File: config.mk
export PLATFORM = sky130hd
export DESIGN_NAME = dpll_status_control_pins
export DESIGN_NICKNAME = d
export VERILOG_FILES = /design/src/design/dpll_status_control_pins.v /design/src/design/dpllsc_tap.v
export VERILOG_INCLUDE_DIRS = /design/src /design/src/design
export SDC_FILE = /design/constraint.sdc
export NUM_CORES = 1
export LEC_CHECK = 0
export ABC_AREA = 1
export BUFFER_PORTS_ARGS = -buffer_cell sky130_fd_sc_hd__buf_2
export CAP_MARGIN = 20
export CORE_MARGIN = 3
export CORE_UTILIZATION = 30
export DETAILED_ROUTE_END_ITERATION = 7
export GPL_ROUTABILITY_DRIVEN = 0
export PLACE_DENSITY = 0.49
export SLEW_MARGIN = 20
export SYNTH_ARGS = -nofsm -noshare
export SYNTH_HDL_FRONTEND = slang
export SYNTH_SLANG_ARGS = --single-unit
File: constraint.sdc
create_clock -name sys_clk -period 1.56 [get_ports sys_clk]
set_clock_uncertainty 0.2 [all_clocks]
set_input_delay 0.312 -clock sys_clk [delete_from_list [all_inputs] [get_ports sys_clk]]
set_output_delay 0.312 -clock sys_clk [all_outputs]
set_load 0.02 [all_outputs]
File: src/design/dpllsc_defines.vh
`ifndef DPLLSC_DEFINES_VH
`define DPLLSC_DEFINES_VH
// ----------------------------------------
// timing
// ----------------------------------------
`define DPLLSC_CLK_PERIOD_NS 5
`define DPLLSC_RESET_HOLD_MS 3
`define DPLLSC_RESET_HOLD_CYC ((`DPLLSC_RESET_HOLD_MS * 1000000 + `DPLLSC_CLK_PERIOD_NS - 1) / `DPLLSC_CLK_PERIOD_NS)
// ----------------------------------------
// mode-select codes
// ----------------------------------------
`define DPLLSC_MODE_NORMAL   2'h0
`define DPLLSC_MODE_HOLDOVER 2'h1
`define DPLLSC_MODE_FREERUN  2'h2
`define DPLLSC_MODE_AUTO     2'h3
// ----------------------------------------
// tap states
// ----------------------------------------
`define DPLLSC_TAP_RESET  4'hF
`define DPLLSC_TAP_IDLE   4'hC
`define DPLLSC_TAP_SELDR  4'h7
`define DPLLSC_TAP_CAPDR  4'h6
`define DPLLSC_TAP_SHDR   4'h2
`define DPLLSC_TAP_EX1DR  4'h1
`define DPLLSC_TAP_PSDR   4'h3
`define DPLLSC_TAP_EX2DR  4'h0
`define DPLLSC_TAP_UPDR   4'h5
`define DPLLSC_TAP_SELIR  4'h4
`define DPLLSC_TAP_CAPIR  4'hE
`define DPLLSC_TAP_SHIR   4'hA
`define DPLLSC_TAP_EX1IR  4'h9
`define DPLLSC_TAP_PSIR   4'hB
`define DPLLSC_TAP_EX2IR  4'h8
`define DPLLSC_TAP_UPIR   4'hD
`define DPLLSC_IR_RESET   4'h1
`endif

File: src/design/dpll_status_control_pins.v
`timescale 1ns/1ps
`include "dpllsc_defines.vh"
// Behaviour
// - lock output high while frequency locked to the selected reference.
// - holdover output high for as long as the loop is in holdover.
// - each reference has a failure output for out-of-range or abrupt changes.
// - test data out changes on falling test clock, released when not scanning.
// - test reset low forces test-logic-reset at once, no clock needed.
// - hitless select low keeps the stored corrector delay on return to normal.
// - hitless select high re-measures the corrector delay on return to normal.
// - operating mode decoded from both mode-select bits together.
// - after reset release, stay in reset for 3 ms with outputs released.
module dpll_status_control_pins #(
   parameter RESET_HOLD_CYC = `DPLLSC_RESET_HOLD_CYC,
   parameter DLY_W          = 16
) (
   input  wire             sys_clk,
   input  wire             rst_n,
   input  wire             clkEn,
   input  wire             op_mode_bit0,
   input  wire             op_mode_bit1,
   input  wire             hitless_phase_select,
   input  wire [1:0]       application_select,
   input  wire             freqLocked,
   input  wire             autoHoldover,
   input  wire [2:0]       refOutOfRange,
   input  wire [2:0]       refAbrupt,
   input  wire [DLY_W-1:0] measuredDelay,
   input  wire             testClk,
   input  wire             testModeSel,
   input  wire             testDataIn,
   input  wire             testRst_n,
   output reg              lockOut,
   output reg              lockOe_n,
   output reg              holdoverOut,
   output reg              holdoverOe_n,
   output reg              ref_a_failure,
   output reg              ref_b_failure,
   output reg              ref_c_failure,
   output reg              refFailOe_n,
   output reg  [1:0]       opMode,
   output reg  [DLY_W-1:0] phase_error_corrector,
   output reg              correctorLoad,
   output wire             testDataOut,
   output wire             testDataOe_n
);
   reg  [31:0]      holdCnt_r;
   reg              inReset_r;
   reg  [2:0]       tckSync_r;
   reg  [2:0]       tmsSync_r;
   reg  [2:0]       tdiSync_r;
   reg              tckLevel_r;
   reg              tmsLevel_r;
   reg              tdiLevel_r;
   reg  [1:0]       prevMode_r;
   reg              prevHold_r;
   wire [1:0]       modeSel;
   wire             modeHold;
   wire             modeFree;
   wire             holdNow;
   wire             returning;
   wire [2:0]       refFail;
   wire             tckRise;
   wire             tckFall;
   wire             tapRstAsync;
   wire             tdoRaw;
   wire             tdoOeRaw;
   // ----------------------------------------
   // mode decode
   // ----------------------------------------
   assign modeSel  = {op_mode_bit1, op_mode_bit0};
   assign modeHold = (modeSel == `DPLLSC_MODE_HOLDOVER) ||
                     ((modeSel == `DPLLSC_MODE_AUTO) && autoHoldover);
   assign modeFree = (modeSel == `DPLLSC_MODE_FREERUN);
   assign holdNow  = modeHold && !modeFree;
   assign returning = !holdNow && !modeFree && (prevHold_r ||
                      (prevMode_r == `DPLLSC_MODE_FREERUN));
   // ----------------------------------------
   // reference failure
   // ----------------------------------------
   genvar gi;
   generate
      for (gi = 0; gi < 3; gi = gi + 1) begin : gFail
         assign refFail[gi] = refOutOfRange[gi] || refAbrupt[gi];
      end
   endgenerate
   // ----------------------------------------
   // reset hold
   // ----------------------------------------
   always @(posedge sys_clk) begin
      if (!rst_n) begin
         holdCnt_r <= 32'h00000000;
         inReset_r <= 1'b1;
      end else if (clkEn && inReset_r) begin
         if (holdCnt_r >= RESET_HOLD_CYC - 1) begin
            inReset_r <= 1'b0;
         end else begin
            holdCnt_r <= holdCnt_r + 32'h00000001;
         end
      end
   end
   // ----------------------------------------
   // status and corrector
   // ----------------------------------------
   always @(posedge sys_clk) begin
      if (!rst_n) begin
         lockOut               <= 1'b0;
         holdoverOut           <= 1'b0;
         ref_a_failure         <= 1'b0;
         ref_b_failure         <= 1'b0;
         ref_c_failure         <= 1'b0;
         lockOe_n              <= 1'b1;
         holdoverOe_n          <= 1'b1;
         refFailOe_n           <= 1'b1;
         opMode                <= `DPLLSC_MODE_NORMAL;
         prevMode_r            <= `DPLLSC_MODE_NORMAL;
         prevHold_r            <= 1'b0;
         phase_error_corrector <= {DLY_W{1'b0}};
         correctorLoad         <= 1'b0;
      end else if (clkEn) begin
         lockOe_n     <= inReset_r;
         holdoverOe_n <= inReset_r;
         refFailOe_n  <= inReset_r;
         correctorLoad <= 1'b0;
         if (!inReset_r) begin
            lockOut       <= freqLocked && !holdNow && !modeFree;
            holdoverOut   <= holdNow;
            ref_a_failure <= refFail[0];
            ref_b_failure <= refFail[1];
            ref_c_failure <= refFail[2];
            opMode        <= modeSel;
            prevMode_r    <= modeSel;
            prevHold_r    <= holdNow;
            if (returning && hitless_phase_select) begin
               phase_error_corrector <= measuredDelay;
               correctorLoad         <= 1'b1;
            end else if (returning) begin
               phase_error_corrector <= phase_error_corrector;
            end
         end
      end
   end
   // ----------------------------------------
   // test port sampling
   // ----------------------------------------
   always @(posedge sys_clk) begin
      if (!rst_n) begin
         tckSync_r  <= 3'h0;
         tmsSync_r  <= 3'h7;
         tdiSync_r  <= 3'h7;
         tckLevel_r <= 1'b0;
         tmsLevel_r <= 1'b1;
         tdiLevel_r <= 1'b1;
      end else if (clkEn) begin
         tckSync_r <= {tckSync_r[1:0], testClk};
         tmsSync_r <= {tmsSync_r[1:0], testModeSel};
         tdiSync_r <= {tdiSync_r[1:0], testDataIn};
         if (tckSync_r[2] == tckSync_r[1]) begin
            tckLevel_r <= tckSync_r[1];
         end
         if (tmsSync_r[2] == tmsSync_r[1]) begin
            tmsLevel_r <= tmsSync_r[1];
         end
         if (tdiSync_r[2] == tdiSync_r[1]) begin
            tdiLevel_r <= tdiSync_r[1];
         end
      end
   end
   assign tckRise     = (tckSync_r[2] == tckSync_r[1]) && tckSync_r[1] && !tckLevel_r;
   assign tckFall     = (tckSync_r[2] == tckSync_r[1]) && !tckSync_r[1] && tckLevel_r;
   assign tapRstAsync = !testRst_n;
   // ----------------------------------------
   // test access port
   // ----------------------------------------
   dpllsc_tap #(
      .IR_W (4)
   ) uTap (
      .sys_clk     (sys_clk),
      .clkEn       (clkEn),
      .tapRstAsync (tapRstAsync),
      .tckRise     (tckRise),
      .tckFall     (tckFall),
      .tmsIn       (tmsLevel_r),
      .tdiIn       (tdiLevel_r),
      .tdoOut      (tdoRaw),
      .tdoOe_n     (tdoOeRaw)
   );
   assign testDataOut  = tdoRaw;
   assign testDataOe_n = tdoOeRaw || inReset_r;
endmodule

File: src/design/dpllsc_tap.v
`timescale 1ns/1ps
`include "dpllsc_defines.vh"
module dpllsc_tap #(
   parameter IR_W = 4
) (
   input  wire        sys_clk,
   input  wire        clkEn,
   input  wire        tapRstAsync,
   input  wire        tckRise,
   input  wire        tckFall,
   input  wire        tmsIn,
   input  wire        tdiIn,
   output reg         tdoOut,
   output reg         tdoOe_n
);
   reg  [3:0]      state_r;
   reg  [3:0]      state_nxt;
   reg  [IR_W-1:0] ir_r;
   reg             bypass_r;
   // ----------------------------------------
   // tap state walk
   // ----------------------------------------
   always @* begin
      state_nxt = state_r;
      case (state_r)
         `DPLLSC_TAP_RESET: state_nxt = tmsIn ? `DPLLSC_TAP_RESET : `DPLLSC_TAP_IDLE;
         `DPLLSC_TAP_IDLE:  state_nxt = tmsIn ? `DPLLSC_TAP_SELDR : `DPLLSC_TAP_IDLE;
         `DPLLSC_TAP_SELDR: state_nxt = tmsIn ? `DPLLSC_TAP_SELIR : `DPLLSC_TAP_CAPDR;
         `DPLLSC_TAP_CAPDR: state_nxt = tmsIn ? `DPLLSC_TAP_EX1DR : `DPLLSC_TAP_SHDR;
         `DPLLSC_TAP_SHDR:  state_nxt = tmsIn ? `DPLLSC_TAP_EX1DR : `DPLLSC_TAP_SHDR;
         `DPLLSC_TAP_EX1DR: state_nxt = tmsIn ? `DPLLSC_TAP_UPDR  : `DPLLSC_TAP_PSDR;
         `DPLLSC_TAP_PSDR:  state_nxt = tmsIn ? `DPLLSC_TAP_EX2DR : `DPLLSC_TAP_PSDR;
         `DPLLSC_TAP_EX2DR: state_nxt = tmsIn ? `DPLLSC_TAP_UPDR  : `DPLLSC_TAP_SHDR;
         `DPLLSC_TAP_UPDR:  state_nxt = tmsIn ? `DPLLSC_TAP_SELDR : `DPLLSC_TAP_IDLE;
         `DPLLSC_TAP_SELIR: state_nxt = tmsIn ? `DPLLSC_TAP_RESET : `DPLLSC_TAP_CAPIR;
         `DPLLSC_TAP_CAPIR: state_nxt = tmsIn ? `DPLLSC_TAP_EX1IR : `DPLLSC_TAP_SHIR;
         `DPLLSC_TAP_SHIR:  state_nxt = tmsIn ? `DPLLSC_TAP_EX1IR : `DPLLSC_TAP_SHIR;
         `DPLLSC_TAP_EX1IR: state_nxt = tmsIn ? `DPLLSC_TAP_UPIR  : `DPLLSC_TAP_PSIR;
         `DPLLSC_TAP_PSIR:  state_nxt = tmsIn ? `DPLLSC_TAP_EX2IR : `DPLLSC_TAP_PSIR;
         `DPLLSC_TAP_EX2IR: state_nxt = tmsIn ? `DPLLSC_TAP_UPIR  : `DPLLSC_TAP_SHIR;
         `DPLLSC_TAP_UPIR:  state_nxt = tmsIn ? `DPLLSC_TAP_SELDR : `DPLLSC_TAP_IDLE;
         default:           state_nxt = `DPLLSC_TAP_RESET;
      endcase
   end
   always @(posedge sys_clk or posedge tapRstAsync) begin
      if (tapRstAsync) begin
         state_r  <= `DPLLSC_TAP_RESET;
         ir_r     <= `DPLLSC_IR_RESET;
         bypass_r <= 1'b0;
      end else if (clkEn && tckRise) begin
         state_r <= state_nxt;
         if (state_r == `DPLLSC_TAP_RESET) begin
            ir_r <= `DPLLSC_IR_RESET;
         end else if (state_r == `DPLLSC_TAP_CAPIR) begin
            ir_r <= `DPLLSC_IR_RESET;
         end else if (state_r == `DPLLSC_TAP_SHIR) begin
            ir_r <= {tdiIn, ir_r[IR_W-1:1]};
         end
         if (state_r == `DPLLSC_TAP_CAPDR) begin
            bypass_r <= 1'b0;
         end else if (state_r == `DPLLSC_TAP_SHDR) begin
            bypass_r <= tdiIn;
         end
      end
   end
   // ----------------------------------------
   // output on falling test clock
   // ----------------------------------------
   always @(posedge sys_clk or posedge tapRstAsync) begin
      if (tapRstAsync) begin
         tdoOut  <= 1'b0;
         tdoOe_n <= 1'b1;
      end else if (clkEn && tckFall) begin
         tdoOut  <= (state_r == `DPLLSC_TAP_SHIR) ? ir_r[0] : bypass_r;
         tdoOe_n <= !((state_r == `DPLLSC_TAP_SHIR) || (state_r == `DPLLSC_TAP_SHDR));
      end
   end
endmodule

Yosys cells after proc, flatten, opt, wreduce, memory -nomap -nowiden

Cells that the tools add are included.
W data, S select, Z words.

Flip-flop bits (word level): 81
Input port bits: 36
Output and inout bits: 29
Logic and storage cells: 110

Add/subtract/negate cells: 1
Magnitude comparators: 1
Equal/unequal tests: 22
Multiplexer cells: 21
Bitwise operators: 2
Reduce and logical (&&, ||, !) cells: 41

Operators with widths:

| cell                    | number |
|---|---|
| $pmux W4 S12            | 1 |
| $add A32 B1 Y32 const B | 1 |
| $eq A4 B4 Y1 const B    | 8 |
| $ge A32 B20 Y1 const B  | 1 |
| $eq A4 B3 Y1 const B    | 4 |
| $mux W4                 | 4 |
| $reduce_and A2 Y1       | 8 |
| $logic_and A1 B1 Y1     | 14 |
| $mux W2                 | 6 |
| $mux W3                 | 4 |
| $eq A4 B2 Y1 const B    | 2 |
| $logic_or A1 B1 Y1      | 7 |
| $eq A2 B2 Y1 const B    | 3 |
| $mux W1                 | 6 |
| $logic_not A1 Y1        | 5 |
| $eq A4 B1 Y1 const B    | 1 |
| $logic_not A4 Y1        | 1 |
| $reduce_or A2 Y1        | 2 |
| $eq A1 B1 Y1            | 3 |
| $reduce_and A3 Y1       | 1 |
| $reduce_bool A3 Y1      | 1 |
| $reduce_or A3 Y1        | 1 |
| $eq A2 B1 Y1 const B    | 1 |
| $not A1 Y1              | 2 |
| $reduce_bool A2 Y1      | 1 |

Logic depth before layout (Yosys ltp)

Gate-level depths: netlist of run 1.

Word-level depth: 10
Mapped depth: 11
Depth with buffers taken out: 10

Modules after synthesis

A second synthesis of run 1 with hierarchy kept.

Cell total of the unflattened synthesis: 548
Area total of the unflattened synthesis: 3876.2 um^2

By module, submodules not included:

| module                   | instances | cells each | area an instance (um^2) | sequential area each (um^2) |
|---|---|---|---|---|
| dpll_status_control_pins | 1         | 463        | 3249.4                  | 1401.3 |
| dpllsc_tap               | 1         | 85         | 626.9                   | 282.8 |

Worst setup path after synthesis of run 1

No wires, ideal clock.

Path kind: flip-flop to flip-flop
From: reg holdCnt_r[0]
To: reg holdCnt_r[2]
Library setup time: 0.114 ns
Arrival: 1.297 ns
Required time: 1.246 ns
Setup slack: -0.050 ns
Cell stages (with the launch flop): 12
Buffers on the path: 1
Period minus slack after synthesis: 1.610 ns
Path through: dfxtp_1 ha_1 nand3_2 nor2_4 nand2_1 nand2_1 nand3_2 buf_6 nand3_4 nand2_1 nand2_1 nor2_1

Word-level cells in the longest chain between the ends: 3
Elaborated cells on any way between the ends: 4
Classes of those cells: 1 x add/sub; 1 x order compare; 1 x bitwise; 1 x reduce/logical

Ends and longest elaborated chain:

| element                     | RTL line                      | RTL |
|---|---|---|
| start: declaration          | dpll_status_control_pins.v:47 | `reg [31:0] holdCnt_r;` |
| start signal: assignment    | dpll_status_control_pins.v:98 | `holdCnt_r <= holdCnt_r + 32'h00000001;` |
| $ge A32 B20 Y1              | dpll_status_control_pins.v:95 | `if (holdCnt_r >= RESET_HOLD_CYC - 1) begin` |
| $not A1 Y1 (no line)        | --                            |  |
| $reduce_and A2 Y1 (no line) | --                            |  |

Several ways; a longest one is shown, not always the timed one.
A chain may end at the register's enable or synchronous reset.

Final worst setup path of run 1

Same ends and word-level chain as after synthesis.

==> out/metrics.csv, run 1 <==
metric,value,unit
status,finished with violations,
failing checks,setup timing,
FP Rows,39,
final std cells w/o fill,784,
initial antenna violation count,0,
routed len/inst,11.2,um
"commonest cells after routing, fill and taps aside","94 x nand2_1, 94 x nor2_1, 68 x inv_1, 62 x dfxtp_1, 61 x buf_2",
HPWL Detailed,6.40,mm
1st-iter DRT viols,168,
Final Hold Viols,0,
fin crit period,1.63,ns
Critical Path Start,holdCnt_r[0]$_SDFFE_PN0P_,
Arrival @ worst endpoint,1.66,ns
Hold Crit Class,input pin to register,
Critical Path Stages,11,
leakage,2.37,nW
final setup vio count,21,
CTS Buf Count,9,
R2R cell count,11,
Starting Density,0.315,
Max Clk Rate,612,MHz
post-synthesis net count,562,
"Slowest-stage cell, CP",dfxtp_2,
YS warnings,0,
nets@finish,675,
DRC,0,
vias in the first global route,3331,
"reg-to-reg slack, setup",-0.07,ns
IO Count,65,
most frequent CP cell,nand3_4,
post-DR vias/cell,4.53,
Mapped Area,3670,um2
critical path cell sequence,ha_4 > nand3_4 > nor2_4 > nand2_2 > nand2_2 > nand3_4 > buf_6 > nand3_4 > nand2_1 > nand2_1 > nor2_1,
register bit total from synthesis,81,
clock root buffer,clkbuf_16,
Final Util,0.434,
synthesized instance count,523,
worst path bufs/invs,1,
CTS tree,yes,
Post-Syn Area per Cell,7.01,um2
CP max stage delay,0.35,ns
vias,3553,
Sw Pwr,1.24,mW
Netlist cell types,33,
htree depth,3,
Tcrit/Tclk final,1.05,
Worst Setup Start Kind,register,
CTS max path bufs,2,
cell-internal power,3.53,mW
Post-Place Cells,758,
port bufs,62,
first-pass GRT wire length,14.8,mm
Critical R2R Launch,holdCnt_r[0]$_SDFFE_PN0P_,
Sw Share,0.261,
RSZ-0062 raised after global routing,yes,
drt first pass iters,4,
final worst slack,-0.0727,ns
PwrDens,943,nW/um2
Max-Cap Viols,0,
CP endpoint kind,register,
overall routed net length,8.78,mm
clock sink count,81,
crit path kind,register to register,
worst vdd ir,0.412,mV
relative slew slack,0.728,
pre-CTS setup slack,-0.186,ns
CP max FO,5,
Clock transition at path regs,0.06,ns
Worst Tran Pin Value,0.407,ns
GR Util All Layers,0.136,
grt total ovfl,0,
Antenna Violating Nets Remaining,0,
CP required,1.59,ns
end of the critical path,holdCnt_r[2]$_SDFFE_PN0P_,
register area share after synthesis,0.459,
Crit path max-delay family,simple AND/OR/NAND/NOR gates,
n_diodes,0,
largest net degree at the start of global routing,39,
share of layout cells above drive strength 1,0.300,
Die Y,117,um
Final Max Slew Viols,0,
Comb pwr share,0.115,
Die Footprint,13600,um2
Die W,117,um
clock share of power,0.407,
core area,11700,um2
r2r endpoint,holdCnt_r[2]$_SDFFE_PN0P_,
Skew-Pair Late Insertion Delay,0.34,ns
filler instances,1195,
part of the power in registers,0.478,
area grow syn2layout,37.9,%
-- state kept, by name (all words and copies together) (netlist names) --
name,count
phase_error_corrector,16
tdiSync_r,3
ref_b_failure,1
refFailOe_n,1
tckLevel_r,1
uTap.tdoOe_n,1
lockOut,1
uTap.bypass_r,1
uTap.ir_r,4
uTap.state_r,4
tckSync_r,3
ref_a_failure,1
uTap.tdoOut,1
prevMode_r,2
inReset_r,1
tdiLevel_r,1
tmsSync_r,3
tmsLevel_r,1
correctorLoad,1
holdCnt_r,32
prevHold_r,1
ref_c_failure,1
-- synth_stat cells, drive strengths merged --
cell type	count	area, um2
o21ai	51	255
dfrtp	5	125
nor2	103	402
nor3	11	55.1
nand3	40	223
a31oi	2	12.5
a311oi	1	8.76
nand3b	1	7.51
inv	73	274
a21o	1	7.51
a211oi	1	7.51
nand2	104	398
clkbuf	11	41.3
ha	3	37.5
o211ai	2	15.0
a21oi	19	98.9
or2	1	6.26
dfxtp	70	1400
nand4	8	56.3
buf	8	65.1
and2	1	6.26
o31ai	1	7.51
dfstp	6	158
-- power by group through the flow --
stage | clock network, mW | logic, mW | registers (mW)
final | 1.94 | 0.547 | 2.28
after global routing | 2.09 | 0.621 | 2.30
after CTS | 2.02 | 0.516 | 2.28
after detailed placement | 0 | 0.494 | 2.32
after floorplan | 0 | 0.282 | 2.31
after global placement | 0 | 0.482 | 2.32
-- metrics by stage --
step           TNS [ns]  total power [mW]  cell area (um2)  hold slack, ns
2_1_floorplan   -0.0195              2.59             3690          -0.184
3_3_place_gp      -3.30              2.80             4490        -0.00433
3_5_place_dp      -4.33              2.81             4490         0.00141
4_1_cts           -1.44              4.81             4920        0.000190
5_1_grt           -3.44              5.01             5060          0.0300
6_report         -0.937              4.77             5060          0.0143
-- per-layer routing --
metal	vias to the layer above	share of wire	GRT usage
li1	1885	-	-
met1	1585	0.49	0.169
met2	72	0.44	0.222
met3	11	0.048	0.0342
met4	0	0.019	0.0596
met5	-	0	0
-- cell families (layout without fill, tap and decap cells) --
family | Yosys count | after routing | synth area share
simple gates | 269 | 270 | 0.314
buf+inv | 92 | 209 | 0.104
flops | 81 | 81 | 0.459
compound gates | 78 | 78 | 0.113
fa+ha+maj | 3 | 3 | 0.0102
-- what timing repair did --
item | 4_1_cts | 5_1_grt
setup buffers | 0 | 1
resized for setup | 24 | 35
pin swaps | 7 | 10
endpoints found under the setup margin | 22 | 35
endpoints found under the hold margin | 16 | 0
hold buffers | 7 | 0
gates cloned | 1 | 1
-- tightest hold or removal path, delay by kind of cell --
family	cells	cell delay (ns)
buf+inv	1	0.08
simple gates	2	0.13
-- how the worst min path moves through the flow --
stage,from,endpoint,slack (ns),cells after the start
after floorplan,testRst_n,uTap.bypass_r$_DFFE_PN0P_,-0.18,0
after global placement,testRst_n,uTap.ir_r[1]$_DFFE_PN0P_,-0.004,1
after detailed placement,testRst_n,uTap.ir_r[1]$_DFFE_PN0P_,0.001,1
after CTS,refOutOfRange[2],ref_c_failure$_SDFFE_PN0P_,0.0002,3
after global routing,refOutOfRange[0],ref_a_failure$_SDFFE_PN0P_,0.03,3
final,refOutOfRange[2],ref_c_failure$_SDFFE_PN0P_,0.01,3
-- area by class of cell --
type	count	area (um2)	share of cell area
multi-input cells	351	1790	0.353
repair buffers	120	852	0.168
inverters	73	277	0.0547
clock buffers	9	225	0.0445
well taps	143	179	0.0354
flip-flops and latches	81	1690	0.335
clock inverters	7	46.3	0.00915
No activity file was read; power rests on OpenSTA's default activity.
==> inputs of run 2 (changes only) <==
Settings changed: CORE_MARGIN 3 to 2, SYNTH_HIERARCHICAL set to 1.
==> run 2 against run 1 <==
Effect of this change:
- the flow still finishes with violations (setup timing)
- wire length grew 17%
- final area grew 17%
- via count up 8.3%
- first-iteration DRC count is 38% lower
- sequential share of layout area decreased by 4.7 points
- combinational power rose by 59%
==> out/metrics.csv, run 2 <==
metric,value,unit
drt first pass iters,4,
Die W,118,um
Netlist cell types,39,
top flop regs,"holdCnt_r (32), phase_error_corrector (16)",
Final Hold Viols,0,
Max-Cap Viols,0,
Clock transition at path regs,0.06,ns
CTS max path bufs,2,
n_diodes,0,
clock share of power,0.429,
HPWL Detailed,6.85,mm
crit path kind,register to register,
post-DR vias/cell,4.41,
initial antenna violation count,0,
Final Cell Area,5900,um2
vias in the first global route,3670,
Post-Synth XOR/XNOR Area,0.00678,
nets@finish,734,
final std cells w/o fill,872,
status,finished with violations,
failing checks,setup timing,
final worst slack,-0.111,ns
worst vdd ir,0.449,mV
Worst Setup Start Kind,register,
relative slew slack,0.690,
part of the power in registers,0.414,
Comb pwr share,0.157,
Post-Place Cells,827,
Area contributors post-synth,"dfxtp_1 36%, nand2_1 11%, nor2_1 9.7%",
Max Clk Rate,599,MHz
CP max FO,7,
Tcrit/Tclk final,1.07,
Sw Pwr,1.42,mW
"count leader, synth",nand2_1,
clock root buffer,clkbuf_16,
clock sink count,81,
RSZ-0062 raised after global routing,yes,
Hold Crit Class,input pin to register,
critical path cell sequence,ha_4 > nand3_4 > nor2_4 > nand2_2 > nand2_2 > nand3_4 > buf_6 > nand3_2 > nand2_1 > nand2_1 > nor2_1,
port bufs,62,
ys flop type,dfxtp_1,
register bit total from synthesis,81,
post-synth top area share,0.362,
"area leader, netlist",dfxtp_1,
CTS Buf Count,9,
Synth Area in Simple Gates,0.319,
mux cell area share after synthesis,0,
Antenna Violating Nets Remaining,0,
first-pass GRT wire length,16.7,mm
htree depth,3,
CTS tree,yes,
Die Footprint,13800,um2
largest net degree at the start of global routing,44,
leakage,2.77,nW
Worst Tran Pin Value,0.465,ns
synthesized instance count,548,
"Slowest-stage cell, CP",dfxtp_2,
max reg flops,32,
core area,12600,um2
DRC,0,
"commonest cells after routing, fill and taps aside","100 x nand2_1, 86 x nor2_1, 74 x inv_1, 62 x buf_4, 61 x buf_2",
Skew-Pair Late Insertion Delay,0.34,ns
Final Util,0.467,
routed len/inst,11.8,um
Top reg by flops,holdCnt_r,
adder-cell area share of the yosys netlist,0.00968,
CP endpoint kind,register,
Mapped Area,3880,um2
"most common cell after layout, fill and taps aside",nand2_1,
YS warnings,6,
Sw Share,0.257,
1st-iter DRT viols,104,
post-synthesis net count,587,
CP required,1.59,ns
"FFs w/ async S/R, synth",0.136,
overall routed net length,10.3,mm
Die Y,118,um
Post-Syn Area per Cell,7.07,um2
vias,3849,
final setup vio count,41,
FP Rows,41,
area grow syn2layout,52.1,%
GR Util All Layers,0.148,
share of layout cells above drive strength 1,0.404,
CP max stage delay,0.35,ns
Synth Area in Compound Gates,0.116,
PwrDens,938,nW/um2
Post-synth top cells,"116 x nand2_1, 100 x nor2_1, 82 x inv_1",
IO Count,65,
Arrival @ worst endpoint,1.70,ns
register area share after synthesis,0.434,
Area after DPL,4820,um2
main combinational cell family by area after synthesis,simple AND/OR/NAND/NOR gates,
cell-internal power,4.11,mW
grt total ovfl,0,
Starting Density,0.307,
"EDFF count, synth",0,
Final Max Slew Viols,0,
fin crit period,1.67,ns
## run 2: cell types whose count changed after synthesis, sizes merged, moves of 4 or more
cell / previous run / this run
nand2: 104 / 121
inv: 73 / 85
nand3: 40 / 32
nor3: 11 / 7
## run 2: cells by family after synthesis
logic type | Yosys count
xor+xnor | 3
simple gates | 279
buf+inv | 103
flops | 81
fa+ha+maj | 3
compound gates | 79
## run 2: layer usage
layer	vias up	global-route usage	routed length, um
met3	16	0.0368	235
met5	-	0	0
met4	0	0.0565	208
met2	31	0.259	5200
met1	1782	0.173	4670
li1	2020	-	-
## run 2: area by class of cell
class	count	area (um2)
fill	1250	6720
multi-input combinational	368	2210
sequential	81	1700
timing repair buffer	148	1080
inverter	86	344
clock buffer	11	253
tap	172	215
clock inverter	5	85.1
timing repair inverter	1	16.3
## run 2: repair_timing
item                                   CTS  global route
setup buffers                            7             6
hold buffers                            10             0
pin swaps                               24            36
gates cloned                             4             2
gates resized for setup                 64            85
endpoints found under the hold margin   14             0
setup endpoints to repair               40            47
## run 2: final timing paths
check | from | end | slack [ns] | cells after the start
worst min-delay path | testDataIn | tdiSync_r[0]$_SDFFE_PN1P_ | 0.02 | 3
worst max register to register | holdCnt_r[0]$_SDFFE_PN0P_ | holdCnt_r[14]$_SDFFE_PN0P_ | -0.11 | 11
min in group asynchronous | testRst_n | uTap/tdoOut$_DFFE_PP0P_ | 0.31 | 4
worst min register to register | holdCnt_r[29]$_SDFFE_PN0P_ | holdCnt_r[29]$_SDFFE_PN0P_ | 0.22 | 2
max in group asynchronous | testRst_n | uTap/state_r[2]$_DFFE_PP1P_ | 0.51 | 4
worst max-delay path | holdCnt_r[0]$_SDFFE_PN0P_ | holdCnt_r[14]$_SDFFE_PN0P_ | -0.11 | 11
## run 2: stage by stage
| stage | setup WS [ns] | hold WS, ns | TNS (ns) | total power [mW] |
|---|---|---|---|---|
| 2_1_floorplan | -0.0581 | -0.0160 | -0.607 | 2.69 |
| 3_5_place_dp | -0.196 | 0.147 | -5.49 | 2.97 |
| 6_report | -0.111 | 0.0173 | -2.36 | 5.53 |
| 3_3_place_gp | -0.166 | 0.143 | -4.86 | 2.95 |
| 5_1_grt | -0.203 | 0.0215 | -5.95 | 5.77 |
| 4_1_cts | -0.117 | 0.00315 | -2.10 | 5.43 |
## run 2: worst max-delay path: cells and delay by family (launching register included)
family                   cells  cell delay [ns]
buffers and inverters        1             0.19
AND/OR/NAND/NOR              9             0.67
flip-flops                   1             0.35
adder cells (fa/ha/maj)      1             0.15
## run 2: power groups by stage
stage               registers, mW  logic [mW]  clock network (mW)
detailed placement           2.32       0.648                   0
global placement             2.32       0.638                   0
finish                       2.29       0.869                2.37
floorplan                    2.32       0.371                   0
CTS                          2.27       0.718                2.44
global route                 2.30       0.960                2.51
==> inputs of run 3 (changes only) <==
Settings changed: CORE_MARGIN 2 to 5.
==> run 3 against run 2 <==
Effect of this change:
- the flow still finishes with violations (setup timing)
- non-clock buffer count down 16
- global-route usage decreased by 1.0 points
- core utilization down 1.6 points
- fmax is 2.5% lower
- sequential share of layout area up 1.0 points
- final area is 3.5% lower
- clock-buffer cell count is the same
- highest routed layer unchanged
- worst setup slack got worse by 0.043 ns
- register-to-register slack got worse by 0.04 ns
- die area grew 10%
- sequential power about the same
==> out/metrics.csv, run 3 (same netlist as run 2, synthesis figures left out) <==
metric,value,unit
status,finished with violations,
failing checks,setup timing,
GR Util All Layers,0.138,
met3 Usage GRT,0.0286,
DRC,0,
Skew-Pair Late Insertion Delay,0.34,ns
CTS Buf Count,9,
nets@finish,718,
Antenna Violating Nets Remaining,0,
top flop regs,"holdCnt_r (32), phase_error_corrector (16)",
initial antenna violation count,0,
n_diodes,0,
overall routed net length,10.2,mm
hold path start,measuredDelay[13],
share of layout cells above drive strength 1,0.377,
max reg flops,32,
crit path kind,register to register,
leakage,2.63,nW
Max Clk Rate,583,MHz
CTS tree,yes,
met1 Use GR,0.164,
Critical Path Start,inReset_r$_SDFFE_PN1P_,
"commonest cells after routing, fill and taps aside","104 x nand2_1, 87 x nor2_1, 77 x inv_1, 62 x dfxtp_1, 61 x buf_2",
filler instances,1281,
core area,12600,um2
vias,3756,
clock root buffer,clkbuf_16,
Arrival @ worst endpoint,1.75,ns
Critical R2R Launch,inReset_r$_SDFFE_PN1P_,
hold slack final,0.0116,ns
Worst Setup Start Kind,register,
Die W,124,um
grt total ovfl,0,
htree depth,3,
Top reg by flops,holdCnt_r,
Final Max Slew Viols,0,
clock sink count,81,
largest net degree at the start of global routing,44,
final worst slack,-0.154,ns
Hold Crit Class,input pin to register,
"most common cell after layout, fill and taps aside",nand2_1,
PwrDens,926,nW/um2
Die Footprint,15300,um2
vias in the first global route,3555,
CP max FO,4,
CP required,1.59,ns
CTS max path bufs,2,
Die Y,124,um
RSZ-0062 raised after global routing,yes,
port bufs,62,
routed len/inst,11.9,um
drt first pass iters,4,
met2 usage,0.236,
Clock transition at path regs,0.06,ns
1st-iter DRT viols,120,
Starting Density,0.307,
pre-CTS setup slack,-0.210,ns
Max-Cap Viols,0,
relative slew slack,0.690,
Most Crowded Layer GR,met2,
Area after DPL,4780,um2
CP endpoint kind,register,
Worst Tran Pin Value,0.464,ns
fin crit period,1.71,ns
Final Cell Area,5690,um2
worst vdd ir,0.441,mV
first-pass GRT wire length,16.4,mm
Tcrit/Tclk final,1.10,
post-DR vias/cell,4.39,
FP Rows,41,
final setup vio count,40,
Final Hold Viols,0,
area grow syn2layout,46.8,%
HPWL Detailed,7.06,mm
IO Count,65,
-- run 3: changes by cell type in the layout (fill, tap and decap cells not counted), sizes merged --
| cell | delta |
|---|---|
| buf | -11 |
| dlygate4sd3 | -4 |
| inv | +2 |
| bufinv | -1 |
| clkbuf | -1 |
| clkinv | -1 |
-- run 3: power breakdown --
group	internal [mW]	switching, mW
combinational	0.341	0.428
sequential	2.20	0.0893
clock	1.34	0.875
-- run 3: area by class of cell --
type / count / area, um2 / area share
inverter: 86 / 344 / 0.0605
clock buffer: 11 / 253 / 0.0444
clock inverter: 5 / 60.1 / 0.0106
timing repair inverter: 1 / 11.3 / 0.00198
multi-input combinational: 368 / 2170 / 0.381
tap: 172 / 215 / 0.0378
sequential: 81 / 1700 / 0.298
timing repair buffer: 132 / 942 / 0.166
-- run 3: final timing paths --
kind	to	cells after the start	slack, ns
max	phase_error_corrector[1]$_SDFFE_PN0P_	8	-0.15
min	phase_error_corrector[13]$_SDFFE_PN0P_	3	0.01
max reg2reg	phase_error_corrector[1]$_SDFFE_PN0P_	8	-0.15
min reg2reg	holdCnt_r[28]$_SDFFE_PN0P_	2	0.22
max in group asynchronous	uTap/state_r[3]$_DFFE_PP1P_	4	0.53
min in group asynchronous	uTap/tdoOut$_DFFE_PP0P_	4	0.30
-- run 3: timing repair --
item	in CTS	in global routing
hold buffers	6	0
pin swaps	7	31
gates cloned	3	2
setup buffers	4	8
setup endpoints to repair	39	48
resized for setup	52	78
endpoints found under the hold margin	10	0
-- run 3: through the flow --
stage / total power [mW] / utilization / instances / TNS [ns]
detailed placement: 2.93 / 0.379 / 817 / -5.51
CTS: 5.19 / 0.424 / 846 / -2.53
global route: 5.51 / 0.451 / 856 / -7.36
floorplan: 2.69 / - / 548 / -0.607
finish: 5.27 / 0.451 / 856 / -3.90
global placement: 2.92 / 0.379 / 817 / -4.82
-- run 3: critical path, stage by stage (launching register included) --
cell     delay [ns]
dfxtp_4        0.35
buf_6          0.12
nor2_8         0.12
inv_4          0.05
o22ai_4        0.32
buf_12         0.17
nand2_4        0.08
o21ai_2        0.13
nor2_1         0.06
-- run 3: layer usage --
| metal | share of wire | up-vias |
|---|---|---|
| met2 | 0.51 | 36 |
| met5 | 0 | - |
| met4 | 0.020 | 0 |
| li1 | - | 1974 |
| met3 | 0.028 | 15 |
| met1 | 0.44 | 1731 |
